### config.mk
export PLATFORM = sky130hd
export DESIGN_NAME = cnfc_node
export DESIGN_NICKNAME = d
export VERILOG_FILES = /design/src/common/cnfc_pkg.sv /design/src/design/cnfc_node.sv
export SDC_FILE = /design/constraint.sdc
export NUM_CORES = 1
export LEC_CHECK = 0
export ABC_AREA = 1
export ABC_CLOCK_PERIOD_IN_PS = 2700
export BUFFER_PORTS_ARGS = -buffer_cell sky130_fd_sc_hd__buf_2
export CORE_AREA = 4 4 148 150
export CTS_CLUSTER_DIAMETER = 200
export DETAILED_ROUTE_END_ITERATION = 8
export DIE_AREA = 0 0 152 154
export GPL_ROUTABILITY_DRIVEN = 1
export GPL_TIMING_DRIVEN = 1
export PLACE_DENSITY = 0.44
export SLEW_MARGIN = 20
export SYNTH_ARGS = -nofsm -noshare
export SYNTH_HDL_FRONTEND = slang
export SYNTH_SLANG_ARGS = --single-unit
### constraint.sdc
create_clock -name clk_i -period 2.7 [get_ports clk_i]
set_clock_uncertainty 0.1 [all_clocks]
set_input_delay 0.405 -clock clk_i [delete_from_list [all_inputs] [get_ports clk_i]]
set_output_delay 0.405 -clock clk_i [all_outputs]
set_load 0.05 [all_outputs]
### src/common/cnfc_pkg.sv
`default_nettype none
package cnfc_pkg;

	// register byte offsets
	localparam logic [7:0] NODE_CTRL_OFS = 8'h00;
	localparam logic [7:0] NODE_STAT_OFS = 8'h04;
	localparam logic [7:0] ERR_CNT_OFS   = 8'h08;
	localparam logic [7:0] WARN_LVL_OFS  = 8'h0c;
	localparam logic [7:0] IRQ_STAT_OFS  = 8'h10;
	localparam logic [7:0] IRQ_MASK_OFS  = 8'h14;
	localparam logic [7:0] TSTAMP_OFS    = 8'h18;
	localparam logic [7:0] MSG_CTRL_OFS  = 8'h1c;
	localparam logic [7:0] EVT_OFS       = 8'h20;

	// node control fields
	localparam int CTRL_INIT_BIT = 0;
	localparam int CTRL_DIS_BIT  = 1;
	localparam int CTRL_STT_BIT  = 2;

	// node status fields
	localparam int STAT_WARN_BIT    = 0;
	localparam int STAT_BUS_OFF_FLAG_BIT    = 1;
	localparam int STAT_SUSPEND_ACKNOWLEDGE_BIT  = 2;

	// interrupt status fields
	localparam int IRQ_WARN_BIT  = 0;
	localparam int IRQ_BUS_OFF_FLAG_BIT  = 1;
	localparam int IRQ_PREW_BIT  = 2;
	localparam int IRQ_ALERT_BIT = 3;
	localparam int IRQ_W         = 4;

	// message object control fields
	localparam int MSG_TRANSMIT_REQUEST_FLAG_BIT   = 0;
	localparam int MSG_NEW_DATA_FLAG_BIT = 1;

	// event register fields (self-clearing protocol-engine strobes)
	localparam int EVT_TXERR_BIT  = 0;
	localparam int EVT_RXERR_BIT  = 1;
	localparam int EVT_OKTX_BIT   = 2;

	// counts and reset values
	localparam logic [7:0] WARN_LVL_RST  = 8'h60;
	localparam logic [8:0] TEC_BUS_OFF_FLAG_LIM  = 9'h0ff;
	localparam logic [8:0] ERR_BUS_OFF_FLAG_LOAD = 9'h001;
	localparam logic [7:0] RECOV_IDLES   = 8'h80;
	localparam logic [8:0] RECOV_WARN    = 9'h060;
	localparam logic [3:0] IDLE_BITS     = 4'hb;
	localparam logic [7:0] BIT_TQ_NOM    = 8'h0a;

	typedef struct packed {
		logic warn;
		logic bus_off_flag;
		logic suspend_acknowledge;
	} cnfc_stat_type;

	typedef struct packed {
		logic transmit_request_flag;
		logic new_data_flag;
	} cnfc_msg_type;

	typedef enum logic [1:0] {
		NODE_ACTIVE,
		NODE_BUS_OFF_FLAG_RECOV
	} cnfc_node_type;

endpackage
`default_nettype wire

### src/design/cnfc_node.sv
`timescale 1ns/10ps
`default_nettype none
module cnfc_node (
	// clock and reset
	input  wire logic        clk_i,
	input  wire logic        rstn_i,
	// apb slave
	input  wire logic        psel_i,
	input  wire logic        penable_i,
	input  wire logic        pwrite_i,
	input  wire logic [7:0]  paddr_i,
	input  wire logic [31:0] pwdata_i,
	output logic      [31:0] prdata_o,
	output logic             pready_o,
	output logic             pslverr_o,
	// can pins and protocol engine events
	input  wire logic        rxd_i,
	input  wire logic        bit_tick_i,
	input  wire logic        remote_match_i,
	input  wire logic        tx_select_i,
	input  wire logic        arb_lost_i,
	input  wire logic        tx_done_i,
	// node outputs
	output logic             init_o,
	output logic             irq_o
);

	logic rx_meta_q, rx_sync_q;
	logic [7:0]  warn_lvl_q, warn_lvl_d;
	logic [8:0]  tec_q, tec_d, rec_q, rec_d;
	logic [7:0]  idle_cnt_q, idle_cnt_d;
	logic [3:0]  rec_bits_q, rec_bits_d;
	logic [15:0] tstamp_q, tstamp_d;
	logic        init_q, init_d, dis_q, dis_d, stt_q, stt_d;
	logic [3:0]  irq_stat_q, irq_stat_d, irq_mask_q, irq_mask_d, irq_set;
	cnfc_pkg::cnfc_stat_type stat_q, stat_d;
	cnfc_pkg::cnfc_msg_type  msg_q, msg_d;
	cnfc_pkg::cnfc_node_type node_q, node_d;
	logic        pend_q, pend_d;
	logic        wr, rd, bus_idle, idle_evt;
	logic        ev_txerr, ev_rxerr, ev_oktx;
	logic [31:0] prdata_d;

	function automatic logic hit(input logic [7:0] a, input logic [7:0] ofs);
		hit = (a == ofs);
	endfunction

	// rxd seen only through two flops; the bit logic reads rx_sync_q
	always_ff @(posedge clk_i or negedge rstn_i) begin
		if (!rstn_i) begin
			rx_meta_q <= 1'b1;
			rx_sync_q <= 1'b1;
		end else begin
			rx_meta_q <= rxd_i;
			rx_sync_q <= rx_meta_q;
		end
	end

	assign wr       = psel_i && penable_i && pwrite_i;
	assign rd       = psel_i && !pwrite_i;
	assign pready_o = 1'b1;
	assign pslverr_o = 1'b0;
	assign ev_txerr = wr && hit(paddr_i, cnfc_pkg::EVT_OFS) && pwdata_i[cnfc_pkg::EVT_TXERR_BIT];
	assign ev_rxerr = wr && hit(paddr_i, cnfc_pkg::EVT_OFS) && pwdata_i[cnfc_pkg::EVT_RXERR_BIT];
	assign ev_oktx  = wr && hit(paddr_i, cnfc_pkg::EVT_OFS) && pwdata_i[cnfc_pkg::EVT_OKTX_BIT];
	// idle: eleven recessive bit times in a row
	assign bus_idle = (rec_bits_q == cnfc_pkg::IDLE_BITS);
	assign idle_evt = bit_tick_i && rx_sync_q && (rec_bits_q == cnfc_pkg::IDLE_BITS - 4'h1);

	always_comb begin
		rec_bits_d = rec_bits_q;
		if (bit_tick_i) begin
			if (!rx_sync_q)
				rec_bits_d = 4'h0;
			else if (rec_bits_q != cnfc_pkg::IDLE_BITS)
				rec_bits_d = rec_bits_q + 4'h1;
		end
		// stamp moves only on real bit ticks, so resync stretch is included
		tstamp_d = bit_tick_i ? tstamp_q + 16'h0001 : tstamp_q;
	end

	always_comb begin
		warn_lvl_d = warn_lvl_q;
		init_d     = init_q;
		dis_d      = dis_q;
		stt_d      = stt_q;
		irq_mask_d = irq_mask_q;
		tec_d      = tec_q;
		rec_d      = rec_q;
		idle_cnt_d = idle_cnt_q;
		stat_d     = stat_q;
		node_d     = node_q;
		irq_set    = 4'h0;
		if (wr && hit(paddr_i, cnfc_pkg::NODE_CTRL_OFS)) begin
			init_d = pwdata_i[cnfc_pkg::CTRL_INIT_BIT];
			dis_d  = pwdata_i[cnfc_pkg::CTRL_DIS_BIT];
			stt_d  = pwdata_i[cnfc_pkg::CTRL_STT_BIT];
		end else if (wr && hit(paddr_i, cnfc_pkg::WARN_LVL_OFS)) begin
			warn_lvl_d = pwdata_i[7:0];
		end else if (wr && hit(paddr_i, cnfc_pkg::IRQ_MASK_OFS)) begin
			irq_mask_d = pwdata_i[3:0];
		end
		// suspend ack once disabled and bus idle; cleared with disable
		stat_d.suspend_acknowledge = dis_q && (stat_q.suspend_acknowledge || bus_idle);
		case (node_q)
			cnfc_pkg::NODE_ACTIVE: begin
				if (ev_txerr)
					tec_d = tec_q + 9'h008;
				else if (ev_oktx && tec_q != 9'h000)
					tec_d = tec_q - 9'h001;
				if (ev_rxerr && rec_q < 9'h0ff)
					rec_d = rec_q + 9'h001;
				if (!stat_q.warn && (tec_d >= {1'b0, warn_lvl_q} || rec_d >= {1'b0, warn_lvl_q})) begin
					stat_d.warn = 1'b1;
					irq_set[cnfc_pkg::IRQ_WARN_BIT] = 1'b1;
				end
				if (tec_d > cnfc_pkg::TEC_BUS_OFF_FLAG_LIM) begin
					tec_d       = cnfc_pkg::ERR_BUS_OFF_FLAG_LOAD;
					rec_d       = cnfc_pkg::ERR_BUS_OFF_FLAG_LOAD;
					init_d      = 1'b1;
					stat_d.bus_off_flag = 1'b1;
					stat_d.warn = 1'b0;
					idle_cnt_d  = 8'h00;
					irq_set[cnfc_pkg::IRQ_BUS_OFF_FLAG_BIT] = 1'b1;
					node_d      = cnfc_pkg::NODE_BUS_OFF_FLAG_RECOV;
				end
			end
			cnfc_pkg::NODE_BUS_OFF_FLAG_RECOV: begin
				if (idle_evt) begin
					rec_d      = rec_q + 9'h001;
					idle_cnt_d = idle_cnt_q + 8'h01;
					if (rec_d == cnfc_pkg::RECOV_WARN) begin
						stat_d.warn = 1'b1;
						irq_set[cnfc_pkg::IRQ_PREW_BIT] = 1'b1;
					end
					if (idle_cnt_d == cnfc_pkg::RECOV_IDLES) begin
						stat_d.warn = 1'b0;
						stat_d.bus_off_flag = 1'b0;
						tec_d       = 9'h000;
						rec_d       = 9'h000;
						irq_set[cnfc_pkg::IRQ_ALERT_BIT] = 1'b1;
						node_d      = cnfc_pkg::NODE_ACTIVE; // init left set
					end
				end
			end
			default: node_d = cnfc_pkg::NODE_ACTIVE;
		endcase
		// sticky status: a set in the clearing cycle wins
		irq_stat_d = irq_stat_q;
		if (wr && hit(paddr_i, cnfc_pkg::IRQ_STAT_OFS))
			irq_stat_d = irq_stat_q & ~pwdata_i[3:0];
		irq_stat_d = irq_stat_d | irq_set;
	end

	// message object: remote frame setup, single trial and double request
	always_comb begin
		msg_d  = msg_q;
		pend_d = pend_q;
		if (wr && hit(paddr_i, cnfc_pkg::MSG_CTRL_OFS)) begin
			msg_d.transmit_request_flag   = pwdata_i[cnfc_pkg::MSG_TRANSMIT_REQUEST_FLAG_BIT];
			msg_d.new_data_flag = pwdata_i[cnfc_pkg::MSG_NEW_DATA_FLAG_BIT];
		end
		if (tx_select_i && stt_q)
			msg_d.transmit_request_flag = 1'b0;
		if (tx_done_i) begin
			// an extra frame is owed only for a request that came in arbitration
			msg_d.transmit_request_flag = pend_q;
			pend_d     = 1'b0;
		end
		if (remote_match_i) begin
			if (arb_lost_i && msg_q.transmit_request_flag) begin
				msg_d.new_data_flag = 1'b1;
				pend_d       = 1'b1;
			end else begin
				msg_d.transmit_request_flag   = 1'b1;
				msg_d.new_data_flag = 1'b0;
			end
		end
	end

	always_ff @(posedge clk_i or negedge rstn_i) begin
		if (!rstn_i) begin
			warn_lvl_q <= cnfc_pkg::WARN_LVL_RST;
			tec_q      <= 9'h000;
			rec_q      <= 9'h000;
			idle_cnt_q <= 8'h00;
			rec_bits_q <= 4'h0;
			tstamp_q   <= 16'h0000;
			init_q     <= 1'b1;
			dis_q      <= 1'b0;
			stt_q      <= 1'b0;
			irq_stat_q <= 4'h0;
			irq_mask_q <= 4'h0;
			stat_q     <= '0;
			msg_q      <= '0;
			node_q     <= cnfc_pkg::NODE_ACTIVE;
			pend_q     <= 1'b0;
			prdata_o   <= 32'h00000000;
		end else begin
			warn_lvl_q <= warn_lvl_d;
			tec_q      <= tec_d;
			rec_q      <= rec_d;
			idle_cnt_q <= idle_cnt_d;
			rec_bits_q <= rec_bits_d;
			tstamp_q   <= tstamp_d;
			init_q     <= init_d;
			dis_q      <= dis_d;
			stt_q      <= stt_d;
			irq_stat_q <= irq_stat_d;
			irq_mask_q <= irq_mask_d;
			stat_q     <= stat_d;
			msg_q      <= msg_d;
			node_q     <= node_d;
			pend_q     <= pend_d;
			prdata_o   <= prdata_d;
		end
	end

	// read data is latched in the setup cycle, so the access phase needs no wait state
	always_comb begin
		prdata_d = prdata_o;
		if (rd && !penable_i) begin
			if (hit(paddr_i, cnfc_pkg::NODE_CTRL_OFS))
				prdata_d = {29'h0, stt_q, dis_q, init_q};
			else if (hit(paddr_i, cnfc_pkg::NODE_STAT_OFS))
				prdata_d = {29'h0, stat_q.suspend_acknowledge, stat_q.bus_off_flag, stat_q.warn};
			else if (hit(paddr_i, cnfc_pkg::ERR_CNT_OFS))
				prdata_d = {7'h0, rec_q, 7'h0, tec_q};
			else if (hit(paddr_i, cnfc_pkg::WARN_LVL_OFS))
				prdata_d = {24'h0, warn_lvl_q};
			else if (hit(paddr_i, cnfc_pkg::IRQ_STAT_OFS))
				prdata_d = {28'h0, irq_stat_q};
			else if (hit(paddr_i, cnfc_pkg::IRQ_MASK_OFS))
				prdata_d = {28'h0, irq_mask_q};
			else if (hit(paddr_i, cnfc_pkg::TSTAMP_OFS))
				prdata_d = {16'h0, tstamp_q};
			else if (hit(paddr_i, cnfc_pkg::MSG_CTRL_OFS))
				prdata_d = {30'h0, msg_q.new_data_flag, msg_q.transmit_request_flag};
			else
				prdata_d = 32'h00000000;
		end
	end

	assign init_o = init_q;
	assign irq_o  = |(irq_stat_q & irq_mask_q);

	a_sync_delay: assert property (@(posedge clk_i) disable iff (!rstn_i)
		rx_sync_q == $past(rxd_i, 2)) else $error("rx sync delay wrong");
	a_warn_reset: assert property (@(posedge clk_i) disable iff (!rstn_i)
		$rose(rstn_i) |-> warn_lvl_q == 8'h60) else $error("warning level reset wrong");
	a_bus_off_flag_entry: assert property (@(posedge clk_i) disable iff (!rstn_i)
		node_q == cnfc_pkg::NODE_ACTIVE && tec_d > 9'h0ff |=> tec_q == 9'h001 && rec_q == 9'h001 && init_q
		&& stat_q.bus_off_flag && irq_stat_q[1]) else $error("bus-off entry wrong");
	a_recov_inc: assert property (@(posedge clk_i) disable iff (!rstn_i)
		node_q == cnfc_pkg::NODE_BUS_OFF_FLAG_RECOV && idle_evt && idle_cnt_q != 8'h7f |=> rec_q == $past(rec_q) + 9'h001)
		else $error("recovery count not advanced");
	a_prewarn: assert property (@(posedge clk_i) disable iff (!rstn_i)
		node_q == cnfc_pkg::NODE_BUS_OFF_FLAG_RECOV && idle_evt && rec_q == 9'h05f |=> stat_q.warn && stat_q.bus_off_flag
		&& irq_stat_q[2]) else $error("pre-warning missing");
	a_recov_end: assert property (@(posedge clk_i) disable iff (!rstn_i)
		node_q == cnfc_pkg::NODE_BUS_OFF_FLAG_RECOV && idle_evt && idle_cnt_q == 8'h7f |=> !stat_q.bus_off_flag && !stat_q.warn
		&& irq_stat_q[3] && init_q) else $error("recovery end wrong");
	a_suspend_acknowledge_idle: assert property (@(posedge clk_i) disable iff (!rstn_i)
		$rose(stat_q.suspend_acknowledge) |-> dis_q && $past(bus_idle)) else $error("suspend ack without idle");
	a_stt_clear: assert property (@(posedge clk_i) disable iff (!rstn_i)
		tx_select_i && stt_q && !remote_match_i |=> !msg_q.transmit_request_flag) else $error("single trial request kept");
	a_remote_setup: assert property (@(posedge clk_i) disable iff (!rstn_i)
		remote_match_i && !(arb_lost_i && msg_q.transmit_request_flag) |=> msg_q.transmit_request_flag && !msg_q.new_data_flag)
		else $error("remote setup wrong");
	a_stamp_tick: assert property (@(posedge clk_i) disable iff (!rstn_i)
		!bit_tick_i |=> $stable(tstamp_q)) else $error("stamp moved without bit");
	a_stamp_step: assert property (@(posedge clk_i) disable iff (!rstn_i)
		bit_tick_i |=> tstamp_q == $past(tstamp_q) + 16'h0001) else $error("stamp missed a bit");
	a_warn_raise: assert property (@(posedge clk_i) disable iff (!rstn_i)
		node_q == cnfc_pkg::NODE_ACTIVE && !stat_q.warn && tec_d >= {1'b0, warn_lvl_q} && tec_d <= 9'h0ff
		|=> stat_q.warn && irq_stat_q[cnfc_pkg::IRQ_WARN_BIT]) else $error("warning not raised");
	a_sticky_set: assert property (@(posedge clk_i) disable iff (!rstn_i)
		irq_set != 4'h0 |=> (irq_stat_q & $past(irq_set)) == $past(irq_set)) else $error("interrupt event lost");
	a_suspend_acknowledge_drop: assert property (@(posedge clk_i) disable iff (!rstn_i)
		!dis_q |=> !stat_q.suspend_acknowledge) else $error("suspend ack without disable");
	a_frame_limit: assert property (@(posedge clk_i) disable iff (!rstn_i)
		tx_done_i && !pend_q && !remote_match_i |=> !msg_q.transmit_request_flag) else $error("frame owed without request");

	c_bus_off_flag: cover property (@(posedge clk_i) disable iff (!rstn_i) $rose(stat_q.bus_off_flag));
	c_alert: cover property (@(posedge clk_i) disable iff (!rstn_i) $rose(irq_stat_q[3]));
	c_double: cover property (@(posedge clk_i) disable iff (!rstn_i) $rose(pend_q));
	c_suspend_acknowledge: cover property (@(posedge clk_i) disable iff (!rstn_i) $rose(stat_q.suspend_acknowledge));
	c_prewarn: cover property (@(posedge clk_i) disable iff (!rstn_i) $rose(irq_stat_q[2]));

endmodule
`default_nettype wire

* Word-level counts from Yosys, hierarchy flattened
Index checks and enable logic that the tools add are counted.
Cells by class: $add $sub $neg 6, $lt $le $gt $ge 4, equal/unequal tests 20, muxes and demuxes 56, bitwise gates (word level) 6, reduce and logical (&&, ||, !) cells 41
Operators with widths (number):
- 9-bit 2-to-1 mux | 11
- 25-bit 2-to-1 mux | 3
- 16-bit 2-to-1 mux | 4
- 9-bit case mux with 2 select lines | 2
- 8-bit by 5-bit == test with 1-bit output (second input constant) | 4
- 2-bit 2-to-1 mux | 12
- 1-bit logical AND | 21
- 9-bit by 8-bit greater-or-equal comparator with 1-bit output | 2
- 16-bit by 1-bit adder with 16-bit output (second input constant) | 1
- 8-bit by 4-bit == test with 1-bit output (second input constant) | 2
- 1-bit 2-to-1 mux | 16
- 8-bit 2-to-1 mux | 2
- 8-bit case mux with 2 select lines | 1
- 4-bit 2-to-1 mux | 3
- 3-bit AND reduction | 4
- 9-bit by 1-bit adder with 9-bit output (second input constant) | 1
- 9-bit by 4-bit adder with 9-bit output (second input constant) | 1
- 9-bit by 7-bit == test with 1-bit output (second input constant) | 1
- 9-bit by 8-bit > comparator with 1-bit output (second input constant) | 1
- 9-bit by 8-bit < comparator with 1-bit output (second input constant) | 1
- 9-bit nonzero test | 1
- 9-bit by 1-bit subtractor with 9-bit output (second input constant) | 1
- 8-bit by 1-bit adder with 8-bit output (second input constant) | 1
- 4-bit AND | 2
- 22 further kinds | 35
Storage, ports and cells: bits in registers 107, bits of input ports 51, output and inout port bits 36, word-level logic and storage cells 154

* Depth between registers and ports, before layout
word-level depth 14, mapped depth 26, mapped depth without buffers 26

* Worst setup path after synthesis
OpenSTA, ideal clock, no wires.
kind input port to flip-flop, start point input port paddr_i[4], end point register stat_q[2] (netlist name), library setup time 116 ps, arrival time 2400 ps, required time 2484 ps, path slack 84 ps, stages on the path 26, buffers on the path 0, cells stage by stage inv_1 nand2_1 nor2_2 inv_1 nor2_4 nand4_1 xor2_1 nand2_1 o21ai_0 inv_1 ha_1 nand2_1 nor2_1 nand2_1 nand3_1 nand2_1 nand2_1 nand2_1 nand3_1 nor2_1 nand2_1 nand2_1 nand2_1 nand2_1 nand2_1 nand2_1
On the way: word-level cells in the longest chain between the ends 12, elaborated cells between the ends (all ways) 21, those cells by class 3 x order compare; 2 x eq/ne; 7 x mux; 9 x reduce/logical
RTL lines:
- start, declared | line cnfc_node.sv:11 | input wire logic [7:0] paddr_i,
- 8-bit by 6-bit == test with 1-bit output (*) | line cnfc_node.sv:45 | hit = (a == ofs);
- 1-bit logical AND (*) | line cnfc_node.sv:63, cnfc_node.sv:64, cnfc_node.sv:65
- 1-bit logical AND | line cnfc_node.sv:65 | assign ev_oktx = wr && hit(paddr_i, cnfc_pkg::EVT_OFS) && pwdata_i[cnfc_pkg::EVT_OKTX_BIT];
- 1-bit logical AND | line cnfc_node.sv:109 | else if (ev_oktx && tec_q != 9'h000)
- 9-bit 2-to-1 mux | line cnfc_node.sv:109
- 9-bit 2-to-1 mux | line cnfc_node.sv:107 | if (ev_txerr)
- 9-bit 2-to-1 mux | line cnfc_node.sv:105 | case (node_q)
- 9-bit by 8-bit greater-or-equal comparator with 1-bit output | line cnfc_node.sv:113 | if (!stat_q.warn && (tec_d >= {1'b0, warn_lvl_q} || rec_d >= {1'b0, warn_lvl_q})) begin
- 1-bit logical OR | line cnfc_node.sv:113
- 1-bit logical AND | line cnfc_node.sv:113
- 3-bit inequality test (no source line)
- 4-bit AND reduction (no source line)
- end signal, assigned | line cnfc_node.sv:211 | stat_q <= stat_d;
- end, declared | line cnfc_node.sv:36 | cnfc_pkg::cnfc_stat_type stat_q, stat_d;
Every way passes the cells marked *; elsewhere a longest branch is shown, timed or not. The select of a mux whose other input is x is not followed. A chain may end at the register's enable or synchronous reset.

* Final worst setup path
start point register tec_q[1], end point register stat_q[2] (netlist name)
On the way: word-level cells in the longest chain between the ends 10, elaborated cells between the ends (all ways) 15, those cells by class 2 x add/sub; 2 x order compare; 1 x eq/ne; 5 x mux; 5 x reduce/logical
RTL lines:
- start, declared | line cnfc_node.sv:30 | logic [8:0] tec_q, tec_d, rec_q, rec_d;
- start signal, assigned | line cnfc_node.sv:201 | tec_q <= tec_d;
- branches (longest 3 deep; another with 9-bit by 1-bit subtractor with 9-bit output)
- 9-bit 2-to-1 mux (*) | line cnfc_node.sv:107
- 9-bit 2-to-1 mux (*) | line cnfc_node.sv:105
- 9-bit by 8-bit greater-or-equal comparator with 1-bit output | line cnfc_node.sv:113
- 1-bit logical OR | line cnfc_node.sv:113
- 1-bit logical AND | line cnfc_node.sv:113
- 3-bit inequality test (no source line)
- 4-bit AND reduction (no source line)
Every way passes the cells marked *. The select of a mux whose other input is x is not followed.

==> impl_results.md <==
- Category of the worst setup path launch point: flip-flop
- Switching power as a share of total power: 29.33%
- Core area: 0.02069 mm2
- Power density of the placed cells: 443.9 mW/mm2
- Setup WS post-layout: -0.03481 ns
- DR WL/cell: 14.49 um
- Part of the power in the clock network: 38.4%
- Status: complete, but fails checks
- Highest Clock Rate: 0.3657 GHz
- Remaining Overflow, GRT: 0
- Area leader, netlist: dfrtp_1
- Final wirelength: 16.72 mm
- Worst Setup Path Type: reg -> reg
- Deepest clock path buffer count: 2
- # placed instances: 1129
- Unrepaired setup endpoints after global routing: true
- Clock transition at the registers of the reported paths: 0.07 ns
- Cell area after technology mapping: 0.005878 mm2
- Number of pins exceeding their max-slew limit in the final report: 0
- Final hold violations: 0
- Layout overhead on the synthesized area: 27.74%
- Mean post-synth cell area: 7.943 um2
- Chip Height: 154 um
- Main synth FF type: dfrtp_1
- Horiz. Die Dim: 152 um
- Leakage power: 3.743 nW
- Max Fanout on Critical Path: 3
- Final Cycle Share: 101.3%
- DR vias: 5099
- Via density per instance: 4.419
- Clock net sink count: 99
- Number of global-route vias before repair: 5213
- TritonCTS clock tree: done
- Clk Latency, worst-skew pair: 0.36 ns
- Area used by sequential logic in the layout: 0.002484 mm2
- Level count of the clock H-tree: 3
- Endpoint kind of the worst setup timing path: flip-flop
- Power Internal: 2.355 mW
- Fill cells: 2212
- GPL Wtd Cong: 0.8098
- VDD IR max: 0.2440 mV
- Count of cell types in the netlist: 42
- Count of inserted antenna diode cells: 0
- Area contributors post-synth: dfrtp_1, nand2_1, inv_1, ha_1, o21ai_0
- Clk Tree Root Cell: clkbuf_16
- Multi-input logic area: 0.003089 mm2
- Post-Synthesis Cells: 740
- Final min period: 2.735 ns
- Area of the die: 0.02341 mm2
- Routed Antenna Nets: 0
- Logic pwr share: 12.1%
- Sequential share of the synthesized area: 42.25%
- Top-area cell type share of the netlist area: 40.02%
- Non-filler instance count after layout: 1154
- Pin slew with the least headroom to its limit: 0.5975 ns
- Number of buffers inserted by hold repair at cts: 0
- Slew margin rel.: 59.80%
- DRC violation total after the first TritonRoute iteration: 203
- Total half-perimeter wirelength after legalization and detailed placement: 12.57 mm
- Sequential group share of total power: 49.5%
- DRC violations left: 0
- Setup slack of the worst register-to-register path: -0.03 ns
- # setup viols final: 2
- Type of the worst min-delay path: in -> async
- Flop and latch count out of synthesis: 99
- Maximum number of pins on one net before global-route repair: 100
- Number of buffers created by CTS: 9
- Violations in the final reports: negative setup slack
- Total power of the final layout: 3.333 mW
- Crit path required time: 2.85 ns
- Count of standard-cell rows: 53
- Layout Nets: 952
- IO Port Bufs: 53
- Initial cell density of the core: 28.41%
- Count of TritonRoute iterations in the first routing pass: 4
- Yosys synthesis warning count: 0
- Ys async rst share: 100.0%
- Sw Pwr: 0.9776 mW
- Aggregate global-route resource usage: 14.64%
- Layout cells sized above 1: 27.42%
- Number of enable-type register cells in the synthesized netlist: 0
- Number of primary I/O pins: 87
- Reported max-cap violation count: 0
- First-pass GRT wire length: 27.69 mm
- Antenna violations before repair: 0
- Arrival time at the worst endpoint: 2.88 ns
[state kept, by name, indices dropped and copies added, names as in the netlist]
register,count
dis_q,1
idle_cnt_q,8
init_o,1
irq_mask_q,4
irq_stat_q,4
msg_q,2
node_q,1
pend_q,1
prdata_o,25
rec_bits_q,4
rec_q,9
rx_meta_q,1
rx_sync_q,1
stat_q,3
stt_q,1
tec_q,9
tstamp_q,16
warn_lvl_q,8
[area by class of cell]
type                    count  area share (%)
inverters                 102           5.099
repair buffers            136           12.30
clock buffers               9           3.000
clock inverters             7          0.7999
multi-input cells         526           41.14
flip-flops and latches     99           33.08
well taps                 275           4.583
[cell usage after synthesis (3+ instances only)]
| library cell | instances |
|---|---|
| dfstp_2 | 5 |
| inv_2 | 5 |
| o31ai_1 | 11 |
| nand3_1 | 40 |
| nor3_1 | 8 |
| nor2_2 | 6 |
| a21oi_1 | 23 |
| xor2_1 | 30 |
| o211ai_1 | 5 |
| a221oi_1 | 4 |
| nand2_1 | 196 |
| buf_2 | 4 |
| dfrtp_1 | 94 |
| inv_1 | 97 |
| xnor2_1 | 5 |
| nand3_2 | 3 |
| buf_4 | 9 |
| nand4_1 | 14 |
| nand2_2 | 9 |
| a21oi_2 | 3 |
| o21ai_0 | 53 |
| ha_1 | 27 |
| o21ai_2 | 5 |
| nor3_2 | 3 |
| nor2_1 | 48 |
| clkbuf_1 | 5 |
| nor2_4 | 6 |
[per-stage QoR]
step	hold slack, ns	util, %	cell area [um2]	worst slack (ns)	setup TNS [ns]
after floorplan	0.009409	-	5904	0.08404	0
after global placement	0.2456	33.68	6968	-0.3454	-0.6439
after detailed placement	0.2468	33.68	6968	-0.3414	-0.6050
after CTS	0.03663	35.57	7360	-0.09142	-0.09257
after global routing	0.03255	36.29	7508	-0.2231	-0.4160
final	0.007110	36.29	7508	-0.03481	-0.04750
[cells by family (layout without fill, tap and decap cells)]
| kind of cell | Yosys count | in the layout | share of synthesized area, % |
|---|---|---|---|
| adder cells (fa/ha/maj) | 27 | 27 | 5.747 |
| multiplexers | 1 | 1 | 0.1703 |
| flip-flops | 99 | 99 | 42.25 |
| AND/OR/NAND/NOR | 337 | 337 | 25.63 |
| XOR/XNOR | 35 | 35 | 5.215 |
| AO/OA/AOI/OAI | 117 | 117 | 12.15 |
| buffers and inverters | 122 | 254 | 8.706 |
| other | 2 | 9 | 0.1278 |
[path summary, 6_finish.rpt]
kind | end | cells past startpoint | startpoint
worst max-delay path | stat_q[2] | 22 | tec_q[1]
worst min-delay path | tstamp_q[0] | 2 | rstn_i
worst max register to register | stat_q[2] | 22 | tec_q[1]
worst min register to register | rx_sync_q | 0 | rx_meta_q
max in group asynchronous | rec_q[8] | 2 | rstn_i
min in group clk_i | rx_meta_q | 1 | rxd_i
[cell usage in the layout (no fill, tap or decap), drive strengths merged]
cell type  count
o21ai         60
o221ai         1
dfstp          5
o31ai         11
nand3b         2
nor4           1
clkinv         4
xnor2          5
nand4         14
buf          136
nand2        205
o211ai         5
xor2          30
a31oi          2
o2111a         2
a221oi         4
mux2i          1
conb           9
nor3          12
o22ai          2
nand3         43
clkbuf         9
a21oi         27
o311ai         1
nor2          60
inv          105
ha            27
o2111ai        2
dfrtp         94
[critical path, cell delays in order (launching register included)]
cell,delay [ns]
dfrtp_1,0.36
inv_2,0.07
ha_4,0.16
nand4_1,0.13
nand2_1,0.11
nor3_4,0.20
buf_6,0.14
o211ai_1,0.10
nand3_1,0.11
nand2_1,0.09
ha_1,0.27
nand2_1,0.09
inv_1,0.04
nand2_1,0.05
nand2_1,0.04
nand2_1,0.05
nand3_1,0.06
nor2_1,0.11
nand2_1,0.08
nand2_2,0.06
nand2_1,0.06
nand3_1,0.09
nand2_1,0.05
[power groups by stage]
stage	clock network [mW]	logic (mW)	registers [mW]
6_report	1.28	0.404	1.65
5_1_grt	1.38	0.466	1.66
4_1_cts	1.32	0.407	1.65
3_5_place_dp	0	0.403	1.68
3_3_place_gp	0	0.399	1.68
2_1_floorplan	0	0.247	1.68
[repair_timing]
action | 4_1_cts | 5_1_grt
setup endpoints to repair | 2 | 2
gates resized for setup | 20 | 32
buffers inserted | 5 | 4
pin swaps | 21 | 22
[metal layers]
layer | GRT usage (%) | share of wire (%) | vias to the layer above
li1 | - | - | 2657
met1 | 20.02 | 49 | 2378
met2 | 24.45 | 47 | 56
met3 | 2.561 | 2.5 | 8
met4 | 3.082 | 0.65 | 0
met5 | 0 | 0 | -
Note: power is estimated with default switching activity, not from simulation.
